### src/core/tpc_pkg.sv
// shared constants and types of the timer prescaler and capture block
package tpc_pkg;

	localparam int TPC_ADDR_W = 8;
	localparam int TPC_DATA_W = 32;
	localparam int TPC_CAP_W = 16;
	localparam int TPC_PRESC_W = 4;
	localparam int TPC_DIV_CNT_W = 5;
	localparam int TPC_SHIFT_W = 3;

	// register byte offsets
	localparam logic [TPC_ADDR_W-1:0] TPC_OFS_RUN = 8'h00;
	localparam logic [TPC_ADDR_W-1:0] TPC_OFS_CGCFG = 8'h04;
	localparam logic [TPC_ADDR_W-1:0] TPC_OFS_CAP0 = 8'h08;
	localparam logic [TPC_ADDR_W-1:0] TPC_OFS_CAP1 = 8'h0C;
	localparam logic [TPC_ADDR_W-1:0] TPC_OFS_PSTAT = 8'h10;

	// field positions
	localparam int TPC_RUN_BIT = 0;
	localparam int TPC_PRCK_LSB = 0;
	localparam int TPC_GEAR_LSB = 4;
	localparam int TPC_FPSEL_BIT = 8;
	localparam int TPC_PHASE_BIT = 4;

	// reset values
	localparam logic TPC_RUN_RST = 1'b0;
	localparam logic [2:0] TPC_PRCK_RST = 3'h0;
	localparam logic [2:0] TPC_GEAR_RST = 3'h0;
	localparam logic TPC_FPSEL_RST = 1'b0;
	localparam logic [TPC_CAP_W-1:0] TPC_CAP_RST = 16'h0000;

	// clock gear codes
	localparam logic [2:0] TPC_GEAR_FC = 3'h0;
	localparam logic [2:0] TPC_GEAR_FC2 = 3'h4;
	localparam logic [2:0] TPC_GEAR_FC4 = 3'h5;
	localparam logic [2:0] TPC_GEAR_FC8 = 3'h6;

	// prescaler clock select: largest legal code (fperiph/32)
	localparam logic [2:0] TPC_PRCK_MAX = 3'h5;

	// prescaler tap bits (divide by 2 and by 8) and the full count
	localparam int TPC_TAP1_BIT = 0;
	localparam int TPC_TAP4_BIT = 2;
	localparam logic [TPC_PRESC_W-1:0] TPC_PRESC_FULL = 4'hF;
	localparam logic [TPC_PRESC_W-1:0] TPC_PRESC_ONE = 4'h1;
	localparam logic [TPC_PRESC_W-1:0] TPC_PRESC_ZERO = 4'h0;

	localparam logic [1:0] TPC_RESP_OKAY = 2'h0;
	localparam logic [1:0] TPC_RESP_SLVERR = 2'h2;

	typedef struct packed {
		logic tap_div2;
		logic tap_div8;
		logic tap_div32;
	} tpc_ticks_type;

endpackage

### src/core/tpc_rate_div.sv
// power-of-two clock-enable divider
`timescale 1ns/1ps
module tpc_rate_div
	import tpc_pkg::*;
#(
	parameter int CNT_W = TPC_DIV_CNT_W,
	parameter int SHIFT_W = TPC_SHIFT_W
) (
	input wire logic aclk, // system clock
	input wire logic aresetn, // sync reset, active low
	input wire logic clr, // hold count at zero
	input wire logic en_in, // input rate enable
	input wire logic [SHIFT_W-1:0] shift, // divide by two to this power
	output logic en_out // output rate enable
);

	typedef struct packed {
		logic [CNT_W-1:0] cnt;
	} tpc_div_state_type;

	tpc_div_state_type st_r;
	tpc_div_state_type st_nxt;
	logic [CNT_W-1:0] mask;

	always_comb begin
		st_nxt = st_r;
		mask = ~({CNT_W{1'b1}} << shift);
		en_out = en_in & ((st_r.cnt & mask) == mask);
		if (clr) begin
			st_nxt.cnt = '0;
			en_out = 1'b0;
		end else if (en_in) begin
			st_nxt.cnt = st_r.cnt + CNT_W'(1);
		end
	end

	always_ff @(posedge aclk) begin
		if (!aresetn) begin
			st_r.cnt <= '0;
		end else begin
			st_r <= st_nxt;
		end
	end

endmodule

### src/core/tpc_capture.sv
// one capture holding register for the up-counter value
`timescale 1ns/1ps
module tpc_capture
	import tpc_pkg::*;
#(
	parameter int W = TPC_CAP_W
) (
	input wire logic aclk, // system clock
	input wire logic aresetn, // sync reset, active low
	input wire logic capture_stb, // latch the count this cycle
	input wire logic [W-1:0] count_in, // live up-counter value
	output logic [W-1:0] value // last latched value
);

	typedef struct packed {
		logic [W-1:0] value;
	} tpc_cap_state_type;

	tpc_cap_state_type st_r;
	tpc_cap_state_type st_nxt;

	always_comb begin
		st_nxt = st_r;
		if (capture_stb) begin
			st_nxt.value = count_in;
		end
	end

	always_ff @(posedge aclk) begin
		if (!aresetn) begin
			st_r.value <= W'(TPC_CAP_RST);
		end else begin
			st_r <= st_nxt;
		end
	end

	assign value = st_r.value;

endmodule

### src/core/tpc_top.sv
// timer prescaler and capture read-out with an AXI4-Lite register slave
`timescale 1ns/1ps
module tpc_top
	import tpc_pkg::*;
#(
	parameter int CAP_W = TPC_CAP_W,
	parameter int PRESC_W = TPC_PRESC_W
) (
	input wire logic aclk, // system clock, 20 MHz
	input wire logic aresetn, // sync reset, active low
	input wire logic [TPC_ADDR_W-1:0] s_axi_awaddr, // write address
	input wire logic s_axi_awvalid, // write address valid
	output logic s_axi_awready, // write address ready
	input wire logic [TPC_DATA_W-1:0] s_axi_wdata, // write data
	input wire logic [3:0] s_axi_wstrb, // write byte strobes
	input wire logic s_axi_wvalid, // write data valid
	output logic s_axi_wready, // write data ready
	output logic [1:0] s_axi_bresp, // write response
	output logic s_axi_bvalid, // write response valid
	input wire logic s_axi_bready, // write response ready
	input wire logic [TPC_ADDR_W-1:0] s_axi_araddr, // read address
	input wire logic s_axi_arvalid, // read address valid
	output logic s_axi_arready, // read address ready
	output logic [TPC_DATA_W-1:0] s_axi_rdata, // read data
	output logic [1:0] s_axi_rresp, // read response
	output logic s_axi_rvalid, // read data valid
	input wire logic s_axi_rready, // read data ready
	input wire logic [CAP_W-1:0] up_counter, // live up-counter value
	input wire logic capture_stb_zero, // latch into capture zero
	input wire logic capture_stb_one, // latch into capture one
	output tpc_ticks_type ticks, // prescaler tap enables
	output logic prescaler_running // prescaler run state
);

	typedef struct packed {
		logic aw_ready;
		logic w_ready;
		logic have_aw;
		logic have_w;
		logic [TPC_ADDR_W-1:0] aw_addr;
		logic [TPC_DATA_W-1:0] w_data;
		logic [3:0] w_strb;
		logic b_valid;
		logic [1:0] b_resp;
		logic ar_ready;
		logic r_valid;
		logic [TPC_DATA_W-1:0] r_data;
		logic [1:0] r_resp;
		logic prescaler_run_bit;
		logic [2:0] prck;
		logic [2:0] gear;
		logic fpsel;
		logic [PRESC_W-1:0] presc;
		logic phase;
		tpc_ticks_type ticks;
	} tpc_state_type;

	tpc_state_type st_r;
	tpc_state_type st_nxt;

	// reset image: bus idle and ready, prescaler stopped and cleared
	localparam tpc_state_type ST_RST = '{
		aw_ready: 1'b1,
		w_ready: 1'b1,
		have_aw: 1'b0,
		have_w: 1'b0,
		aw_addr: '0,
		w_data: '0,
		w_strb: '0,
		b_valid: 1'b0,
		b_resp: TPC_RESP_OKAY,
		ar_ready: 1'b1,
		r_valid: 1'b0,
		r_data: '0,
		r_resp: TPC_RESP_OKAY,
		prescaler_run_bit: TPC_RUN_RST,
		prck: TPC_PRCK_RST,
		gear: TPC_GEAR_RST,
		fpsel: TPC_FPSEL_RST,
		presc: '0,
		phase: 1'b0,
		ticks: '0
	};

	// byte lane of the write strobe that guards each field
	localparam int RUN_LANE = TPC_RUN_BIT / 8;
	localparam int SEL_LANE = TPC_PRCK_LSB / 8;
	localparam int FPSEL_LANE = TPC_FPSEL_BIT / 8;

	logic [CAP_W-1:0] captured_count_zero;
	logic [CAP_W-1:0] captured_count_one;
	logic [TPC_SHIFT_W-1:0] gear_shift;
	logic [TPC_SHIFT_W-1:0] prck_shift;
	logic gear_tick;
	logic periph_tick;
	logic t0_tick;
	logic [PRESC_W-1:0] presc_inc;
	logic [TPC_DATA_W-1:0] rd_word;
	logic rd_hit;
	logic aw_take;
	logic w_take;
	logic b_take;
	logic ar_take;
	logic r_take;

	// gear code to divide exponent; unlisted codes run undivided
	always_comb begin
		case (st_r.gear)
			TPC_GEAR_FC: gear_shift = 3'h0;
			TPC_GEAR_FC2: gear_shift = 3'h1;
			TPC_GEAR_FC4: gear_shift = 3'h2;
			TPC_GEAR_FC8: gear_shift = 3'h3;
			default: gear_shift = 3'h0;
		endcase
	end

	// reserved prescaler clock codes fall back to fperiph/1
	always_comb begin
		if (st_r.prck > TPC_PRCK_MAX) begin
			prck_shift = 3'h0;
		end else begin
			prck_shift = st_r.prck;
		end
	end

	tpc_rate_div u_gear_div (
		.aclk(aclk),
		.aresetn(aresetn),
		.clr(1'b0),
		.en_in(1'b1),
		.shift(gear_shift),
		.en_out(gear_tick)
	);

	// fsel one picks the oscillator ahead of the gear
	assign periph_tick = st_r.fpsel ? 1'b1 : gear_tick;

	tpc_rate_div u_presc_div (
		.aclk(aclk),
		.aresetn(aresetn),
		.clr(~st_r.prescaler_run_bit),
		.en_in(periph_tick),
		.shift(prck_shift),
		.en_out(t0_tick)
	);

	// identical capture slice per register
	tpc_capture u_cap_zero (
		.aclk(aclk),
		.aresetn(aresetn),
		.capture_stb(capture_stb_zero),
		.count_in(up_counter),
		.value(captured_count_zero)
	);

	tpc_capture u_cap_one (
		.aclk(aclk),
		.aresetn(aresetn),
		.capture_stb(capture_stb_one),
		.count_in(up_counter),
		.value(captured_count_one)
	);

	assign presc_inc = st_r.presc + TPC_PRESC_ONE;

	// one item moves on a channel when its valid and ready meet
	assign aw_take = s_axi_awvalid & st_r.aw_ready;
	assign w_take = s_axi_wvalid & st_r.w_ready;
	assign b_take = st_r.b_valid & s_axi_bready;
	assign ar_take = s_axi_arvalid & st_r.ar_ready;
	assign r_take = st_r.r_valid & s_axi_rready;

	// read decode: the five register offsets only, others answer SLVERR
	always_comb begin
		rd_word = '0;
		rd_hit = 1'b1;
		case (s_axi_araddr)
			TPC_OFS_RUN: begin
				rd_word[TPC_RUN_BIT] = st_r.prescaler_run_bit;
			end
			TPC_OFS_CGCFG: begin
				rd_word[TPC_PRCK_LSB +: 3] = st_r.prck;
				rd_word[TPC_GEAR_LSB +: 3] = st_r.gear;
				rd_word[TPC_FPSEL_BIT] = st_r.fpsel;
			end
			TPC_OFS_CAP0: begin
				rd_word[CAP_W-1:0] = captured_count_zero;
			end
			TPC_OFS_CAP1: begin
				rd_word[CAP_W-1:0] = captured_count_one;
			end
			TPC_OFS_PSTAT: begin
				rd_word[PRESC_W-1:0] = st_r.presc;
				rd_word[TPC_PHASE_BIT] = st_r.phase;
			end
			default: begin
				rd_hit = 1'b0;
			end
		endcase
	end

	always_comb begin
		st_nxt = st_r;

		// write channel: address and data taken in either order
		if (aw_take) begin
			st_nxt.aw_ready = 1'b0;
			st_nxt.have_aw = 1'b1;
			st_nxt.aw_addr = s_axi_awaddr;
		end
		if (w_take) begin
			st_nxt.w_ready = 1'b0;
			st_nxt.have_w = 1'b1;
			st_nxt.w_data = s_axi_wdata;
			st_nxt.w_strb = s_axi_wstrb;
		end
		if (st_r.have_aw && st_r.have_w && !st_r.b_valid) begin
			st_nxt.have_aw = 1'b0;
			st_nxt.have_w = 1'b0;
			st_nxt.b_valid = 1'b1;
			st_nxt.b_resp = TPC_RESP_OKAY;
			case (st_r.aw_addr)
				TPC_OFS_RUN: begin
					if (st_r.w_strb[RUN_LANE]) begin
						st_nxt.prescaler_run_bit =
							st_r.w_data[TPC_RUN_BIT];
					end
				end
				TPC_OFS_CGCFG: begin
					if (st_r.w_strb[SEL_LANE]) begin
						st_nxt.prck = st_r.w_data[TPC_PRCK_LSB +: 3];
						st_nxt.gear = st_r.w_data[TPC_GEAR_LSB +: 3];
					end
					if (st_r.w_strb[FPSEL_LANE]) begin
						st_nxt.fpsel = st_r.w_data[TPC_FPSEL_BIT];
					end
				end
				// read-only words ignore writes
				TPC_OFS_CAP0, TPC_OFS_CAP1, TPC_OFS_PSTAT: begin
					st_nxt.b_resp = TPC_RESP_OKAY;
				end
				default: begin
					st_nxt.b_resp = TPC_RESP_SLVERR;
				end
			endcase
		end
		if (b_take) begin
			st_nxt.b_valid = 1'b0;
			st_nxt.aw_ready = 1'b1;
			st_nxt.w_ready = 1'b1;
		end

		// read channel: data answered one cycle after the address
		if (ar_take) begin
			st_nxt.ar_ready = 1'b0;
			st_nxt.r_valid = 1'b1;
			st_nxt.r_data = rd_word;
			st_nxt.r_resp = rd_hit ? TPC_RESP_OKAY : TPC_RESP_SLVERR;
		end
		if (r_take) begin
			st_nxt.r_valid = 1'b0;
			st_nxt.ar_ready = 1'b1;
		end

		// prescaler and its taps, one-cycle enables
		st_nxt.ticks = '0;
		if (!st_r.prescaler_run_bit) begin
			st_nxt.presc = TPC_PRESC_ZERO;
			st_nxt.phase = 1'b0;
		end else if (t0_tick) begin
			st_nxt.presc = presc_inc;
			st_nxt.ticks.tap_div2 = presc_inc[TPC_TAP1_BIT]
				& ~st_r.presc[TPC_TAP1_BIT];
			st_nxt.ticks.tap_div8 = presc_inc[TPC_TAP4_BIT]
				& ~st_r.presc[TPC_TAP4_BIT];
			if (st_r.presc == TPC_PRESC_FULL) begin
				// every second wrap of the count gives divide by 32
				st_nxt.phase = ~st_r.phase;
				st_nxt.ticks.tap_div32 = st_r.phase;
			end
		end
	end

	always_ff @(posedge aclk) begin
		if (!aresetn) begin
			st_r <= ST_RST;
		end else begin
			st_r <= st_nxt;
		end
	end

	assign s_axi_awready = st_r.aw_ready;
	assign s_axi_wready = st_r.w_ready;
	assign s_axi_bvalid = st_r.b_valid;
	assign s_axi_bresp = st_r.b_resp;
	assign s_axi_arready = st_r.ar_ready;
	assign s_axi_rvalid = st_r.r_valid;
	assign s_axi_rdata = st_r.r_data;
	assign s_axi_rresp = st_r.r_resp;
	assign ticks = st_r.ticks;
	assign prescaler_running = st_r.prescaler_run_bit;

endmodule

### config.mk
export PLATFORM = sky130hd
export DESIGN_NAME = tpc_top
export DESIGN_NICKNAME = d
export VERILOG_FILES = /design/src/core/tpc_pkg.sv /design/src/core/tpc_rate_div.sv /design/src/core/tpc_capture.sv /design/src/core/tpc_top.sv
export SDC_FILE = /design/constraint.sdc
export NUM_CORES = 1
export LEC_CHECK = 0
export ABC_AREA = 1
export BUFFER_PORTS_ARGS = -buffer_cell sky130_fd_sc_hd__buf_2
export CAP_MARGIN = 20
export CORE_MARGIN = 1.5
export CORE_UTILIZATION = 35
export CTS_CLUSTER_DIAMETER = 60
export CTS_CLUSTER_SIZE = 14
export DETAILED_ROUTE_END_ITERATION = 7
export SYNTH_ARGS = -nofsm -noshare
export SYNTH_HDL_FRONTEND = slang
export SYNTH_HIERARCHICAL = 1
export SYNTH_SLANG_ARGS = --single-unit
export TNS_END_PERCENT = 5
### constraint.sdc
create_clock -name aclk -period 2.25 [get_ports aclk]
set_input_delay 0.225 -clock aclk [delete_from_list [all_inputs] [get_ports aclk]]
set_output_delay 0.225 -clock aclk [all_outputs]
set_load 0.1 [all_outputs]
## Yosys cells after proc, flatten, opt, wreduce, memory -nomap -nowiden

Cells that the tools add are included.

| word-level totals | value |
|---|---|
| register bits | 104 |
| output and inout port bits | 45 |
| logic and storage cells | 94 |

| cells by class | value |
|---|---|
| add/subtract/negate cells | 3 |
| magnitude comparators | 1 |
| equality and inequality tests | 14 |
| shift-type cells | 2 |
| muxes and demuxes | 15 |
| bitwise operators | 16 |
| reductions and logical operators | 17 |

Operator list:

| cell | count |
|---|---|
| $eq 8x4->1 const B | 4 |
| $eq 8x3->1 const B | 2 |
| $eq 8x5->1 const B | 2 |
| $logic_not 8->1 | 2 |
| $pmux 7 s2 | 1 |
| $pmux 2 s3 | 2 |
| $reduce_and 3->1 | 4 |
| $add 5x1->5 const B | 2 |
| $and 5x5->5 | 2 |
| $eq 5x5->1 | 2 |
| $not 5->5 | 2 |
| $reduce_or 5->1 | 2 |
| $eq 3x3->1 const B | 3 |
| $and 1x1->1 | 8 |
| $pmux 2 s4 | 1 |
| $pmux 1 s3 | 2 |
| $reduce_or 2->1 | 3 |
| $pmux 1 s5 | 1 |
| $shl 5x2->5 const A | 1 |
| $shl 5x3->5 const A | 1 |
| $add 4x1->4 const B | 1 |
| $eq 4x4->1 const B | 1 |
| $mux 2 | 2 |
| $not 1->1 | 4 |
| 9 further kinds | 13 |

## Depth between registers and ports, before layout

| logic depth | value |
|---|---|
| depth after elaboration | 10 |
| depth in mapped cells | 16 |
| depth with buffers taken out | 16 |

## By module

Netlist, hierarchy kept.

Modules (own cells, without submodules):

| module | instances | cells each | area an instance (µm²) | seq. area each (µm²) |
|---|---|---|---|---|
| tpc_top | 1 | 407 | 2990.4 | 1161.1 |
| tpc_capture | 2 | 101 | 674.4 | 320.3 |
| tpc_rate_div | 2 | 45 | 280.3 | 100.1 |

## Least setup slack after synthesis

No wires, ideal clock.

| path | value |
|---|---|
| path kind | reg2reg |
| start | reg st_r (netlist bit prescaler_running) |
| end | reg st_r[3] (netlist bit) |
| setup time | 0.117 ns |
| data arrival time | 2.119 ns |
| path slack | 0.014 ns |
| stages on the path, launching flop included | 9 |
| cell sequence | dfxtp_1 -> inv_1 -> nor2_1 -> nand2_1 -> nor2_1 -> nand4_1 -> or2_2 -> nand2_1 -> a21oi_1 |

| between the ends | value |
|---|---|
| cells in the longest elaborated chain, start to end | 2 |
| elaborated cells between the ends (all ways) | 3 |
| those cells by class | mux: 1; reduce/logical: 2 |

RTL lines:

| what | RTL line | source |
|---|---|---|
| start: declaration | tpc_top.sv:58 | `tpc_state_type st_r;` |
| start signal: assignment | tpc_top.sv:288 | `st_r <= st_nxt;` |
| $mux 1 | tpc_rate_div.sv:29 | `if (clr) begin` |
| via t0_tick | tpc_top.sv:96 | `logic t0_tick;` |
| $reduce_and 2->1 (no line) | -- |  |

The timed path passes the listed nets, and every way through them passes these cells.
A chain may end at the register's enable or synchronous reset.

## Worst setup path in the final report

| path | value |
|---|---|
| start | reg st_r[9] (netlist bit) |
| end | reg st_r[7] (netlist bit) |

| between the ends | value |
|---|---|
| cells in the longest elaborated chain, start to end | 9 |
| elaborated cells between the ends (all ways) | 11 |
| those cells by class | eq/ne: 4; shift: 1; mux: 3; bitwise: 3 |

RTL lines:

| what | RTL line | source |
|---|---|---|
| $eq 3x3->1 | tpc_top.sv:108 | `case (st_r.gear)` |
| $pmux 2 s3 (*) | tpc_top.sv:108 |  |
| via gear_shift[1] | tpc_top.sv:92 | `logic [TPC_SHIFT_W-1:0] gear_shift;` |
| $shl 5x2->5 (*) | tpc_rate_div.sv:27 | `mask = ~({CNT_W{1'b1}} << shift);` |
| $not 5->5 (*) | tpc_rate_div.sv:27 |  |
| $and 5x5->5 | tpc_rate_div.sv:28 | `en_out = en_in & ((st_r.cnt & mask) == mask);` |
| $eq 5x5->1 (*) | tpc_rate_div.sv:28 |  |
| via gear_tick | tpc_top.sv:94 | `logic gear_tick;` |
| $mux 1 (*) | tpc_top.sv:136 | `assign periph_tick = st_r.fpsel ? 1'b1 : gear_tick;` |
| via periph_tick | tpc_top.sv:95 | `logic periph_tick;` |
| $and 1x1->1 (*) | tpc_rate_div.sv:28 |  |
| $mux 1 (*) | tpc_rate_div.sv:29 |  |
| via t0_tick | tpc_top.sv:96 |  |

Mark *: on every way through the listed nets, which the timed path passes. The rest lies on a longest branch.

==> out/qor.txt <==
Outcome: complete, no violations
Io pins: 122
Yosys cell types: 38
Routed Antenna Nets: 0
Fmax: 0.4966 GHz
Initial antenna violation count: 0
Layout cell share with drive strength beyond 1: 0.1932
Fin. max-slew vios: 0
Rows: 43
Measured slew at the worst slew-check pin: 0.5977 ns
CTS buffer count: 9
Synth Area in Compound Gates: 0.09321
CTS tree: done
#FFs+latches synth: 100
Leak: 2.612 nW
Final setup fails: 0
Placed cell areas: 5187 µm²
Pint: 2.775 mW
Synth Area in Adders: 0.01021
Fin crit period: 2.014 ns
Crit path launch type: flip-flop
Hold_ws: 0.1061 ns
DRC viols: 0
CTS Root Cell: clkbuf_16
Inst Count DP: 925
Final Util: 0.3966
DR WL/cell: 11.04 µm
Vias in the first global route: 3663
Largest net degree at the start of global routing: 72
Die Area: 14720 µm²
Max Buffers Root-to-Sink: 2
Hold Violations, Final: 0
Psw: 1.282 mW
DPL Wire Length: 7314 µm
RSZ-0062 raised after global routing: false
Clock transition at path regs: 0.07 ns
WL final: 10390 µm
Post-cts gate resize count: 0
Max FO, Critical Path: 6
Maximum vdd drop: 0.3078 mV
Comb pwr share: 0.170
CP endpoint kind: flip-flop
Seq pwr share: 0.472
Max transition margin: 0.6015
Fin cells: 941
Starting Density: 0.3557
Sequential share of the synthesized area: 0.4086
Worst EP required: 2.49 ns
Post-Synthesis Cells: 699
Post-synthesis mux area share: 0
Die span in x: 121.3 µm
CORE AREA: 13770 µm²
Post-CTS setup buffer count: 0
Worst Skew: 0.007026 ns
Hold Crit Class: in -> reg
GP Congestion: 0.8080
Syn. warnings: 6
H-tree lvl count: 3
Most common cell after layout, fill and taps aside: nand2_1
GR Overflow Total: 0
Simple-gate share of the synthesized area: 0.3223
Drt pass-1 iters: 4
XOR/XNOR Fraction of Synth Area: 0.001788
Pre-CTS WS: 0.1485 ns
Sw Share: 0.3160
Largest family of logic cells by synthesized area: simple AND/OR/NAND/NOR gates
Post-CTS Hold Fix Bufs: 0
Via count: 4047
Setup TNS: 0 ns
Nets: 837
Clk_lat worst skew: 0.35 ns
Design Area, Final: 5463 µm²
TritonCTS Sinks: 100
Final WS setup: 0.2361 ns
Area growth syn-to-layout: 11.49%
DR iter-0 viols: 197
Max cap viols: 0
Commonest cells after routing, fill and taps aside: 171 x nand2_1, 114 x nor2_1, 98 x dfxtp_1
First-pass GRT wire length: 17340 µm
Worst Setup Path Type: reg -> reg
PwrDens: 742.7 nW/µm²
Via-per-instance ratio: 4.301
Die height: 121.3 µm
Total power: 4.057 mW
Cell Area, Synth: 4900 µm²
Syn avg cell area: 7.010 µm²
GR Util All Layers: 0.1499
PortBufs: 76
Critical Path AT: 2.25 ns
Clock power frac: 0.358
Fin crit share: 0.8951
Antenna Cells: 0
[power by group through the flow]
stage | registers [mW] | clock network (mW) | logic (mW)
6_report | 1.92 | 1.45 | 0.691
5_1_grt | 1.93 | 1.57 | 0.759
4_1_cts | 1.92 | 1.49 | 0.698
3_5_place_dp | 1.96 | 0 | 0.695
3_3_place_gp | 1.95 | 0 | 0.693
2_1_floorplan | 2.00 | 0 | 0.567
[metal layers]
layer | wire [µm] | up-vias | global-route usage
met4 | 131 | 0 | 0.04853
met2 | 4585 | 58 | 0.2327
li1 | - | 2198 | -
met5 | 0 | - | 0
met3 | 484 | 11 | 0.04323
met1 | 5188 | 1780 | 0.1997
[worst paths after layout]
kind	startpoint	endpoint	slack [ns]	cells past startpoint
worst max-delay path	st_r[9]$_SDFFE_PN0P_	st_r[7]$_SDFFE_PN0P_	0.24	16
worst min-delay path	s_axi_rready	s_axi_arready$_SDFFE_PP1P_	0.11	3
worst min register to register	st_r[67]$_SDFFE_PN0P_	st_r[67]$_SDFFE_PN0P_	0.46	2
worst max register to register	st_r[9]$_SDFFE_PN0P_	st_r[7]$_SDFFE_PN0P_	0.24	16
[sequential cells by signal, indices dropped and copies added, names as in the netlist]
| register | cells |
|---|---|
| st_r | 31 |
| s_axi_rdata | 16 |
| u_cap_one/value | 16 |
| u_cap_zero/value | 16 |
| u_gear_div/st_r | 5 |
| u_presc_div/st_r | 5 |
| ticks | 3 |
| prescaler_running | 1 |
| s_axi_arready | 1 |
| s_axi_awready | 1 |
| s_axi_bresp | 1 |
| s_axi_bvalid | 1 |
| s_axi_rresp | 1 |
| s_axi_rvalid | 1 |
| s_axi_wready | 1 |
[cell usage after synthesis]
| master | instances | area share |
|---|---|---|
| nor3_2 | 1 | 0.0020 |
| nand2_2 | 5 | 0.0064 |
| a21boi_0 | 2 | 0.0031 |
| o21a_1 | 1 | 0.0015 |
| dfxtp_1 | 100 | 0.41 |
| nand3_1 | 31 | 0.032 |
| nor2_4 | 4 | 0.0092 |
| o21ai_1 | 2 | 0.0020 |
| xnor2_1 | 1 | 0.0018 |
| buf_6 | 10 | 0.023 |
| a21oi_1 | 35 | 0.036 |
| nor3b_1 | 2 | 0.0031 |
| or2_0 | 2 | 0.0026 |
| nand3_2 | 5 | 0.010 |
| nor2_2 | 15 | 0.019 |
| a31oi_1 | 3 | 0.0038 |
| clkbuf_1 | 4 | 0.0031 |
| inv_2 | 7 | 0.0054 |
| and2_2 | 1 | 0.0015 |
| nor2_1 | 115 | 0.088 |
| buf_4 | 43 | 0.066 |
| and2_4 | 2 | 0.0036 |
| nand2_1 | 171 | 0.13 |
| nand3b_1 | 2 | 0.0031 |
| nand2_4 | 1 | 0.0023 |
| clkbuf_2 | 2 | 0.0020 |
| or2_2 | 2 | 0.0026 |
| clkinv_1 | 1 | 0.00077 |
| and2_1 | 1 | 0.0013 |
| o21ai_0 | 30 | 0.031 |
| inv_1 | 76 | 0.058 |
| o211ai_1 | 4 | 0.0061 |
| buf_2 | 4 | 0.0041 |
| nand4_1 | 2 | 0.0026 |
| o211ai_2 | 4 | 0.010 |
| ha_1 | 4 | 0.010 |
| conb_1 | 2 | 0.0015 |
| nor3_1 | 2 | 0.0020 |
[kinds of logic (layout without fill, tap and decap cells)]
kind of cell	after synthesis	count (layout)
buffers and inverters	147	183
other	2	28
AND/OR/NAND/NOR	364	364
AO/OA/AOI/OAI	81	81
XOR/XNOR	1	1
adder cells (fa/ha/maj)	4	4
flip-flops	100	100
[worst max-delay path, stage by stage, from the launching register on]
cell	delay, ns
dfxtp_2	0.35
xnor2_1	0.14
nor2_1	0.06
or2_0	0.19
nand2_1	0.07
nand2_1	0.04
nor2_1	0.08
or2_2	0.12
inv_1	0.05
nor2_1	0.08
nand2_1	0.07
nor2_2	0.14
buf_4	0.15
nand2_1	0.05
inv_1	0.09
nand4_1	0.07
nor3b_1	0.14
[area by class of cell]
type	instances	area, µm²
multi-input cells	478	2202
well taps	180	225.2
repair buffers	83	445.4
inverters	84	315.3
clock buffers	11	232.7
clock inverters	5	37.54
flip-flops and latches	100	2004
fillers	1535	8310
Power figures use the tool's default switching activity.
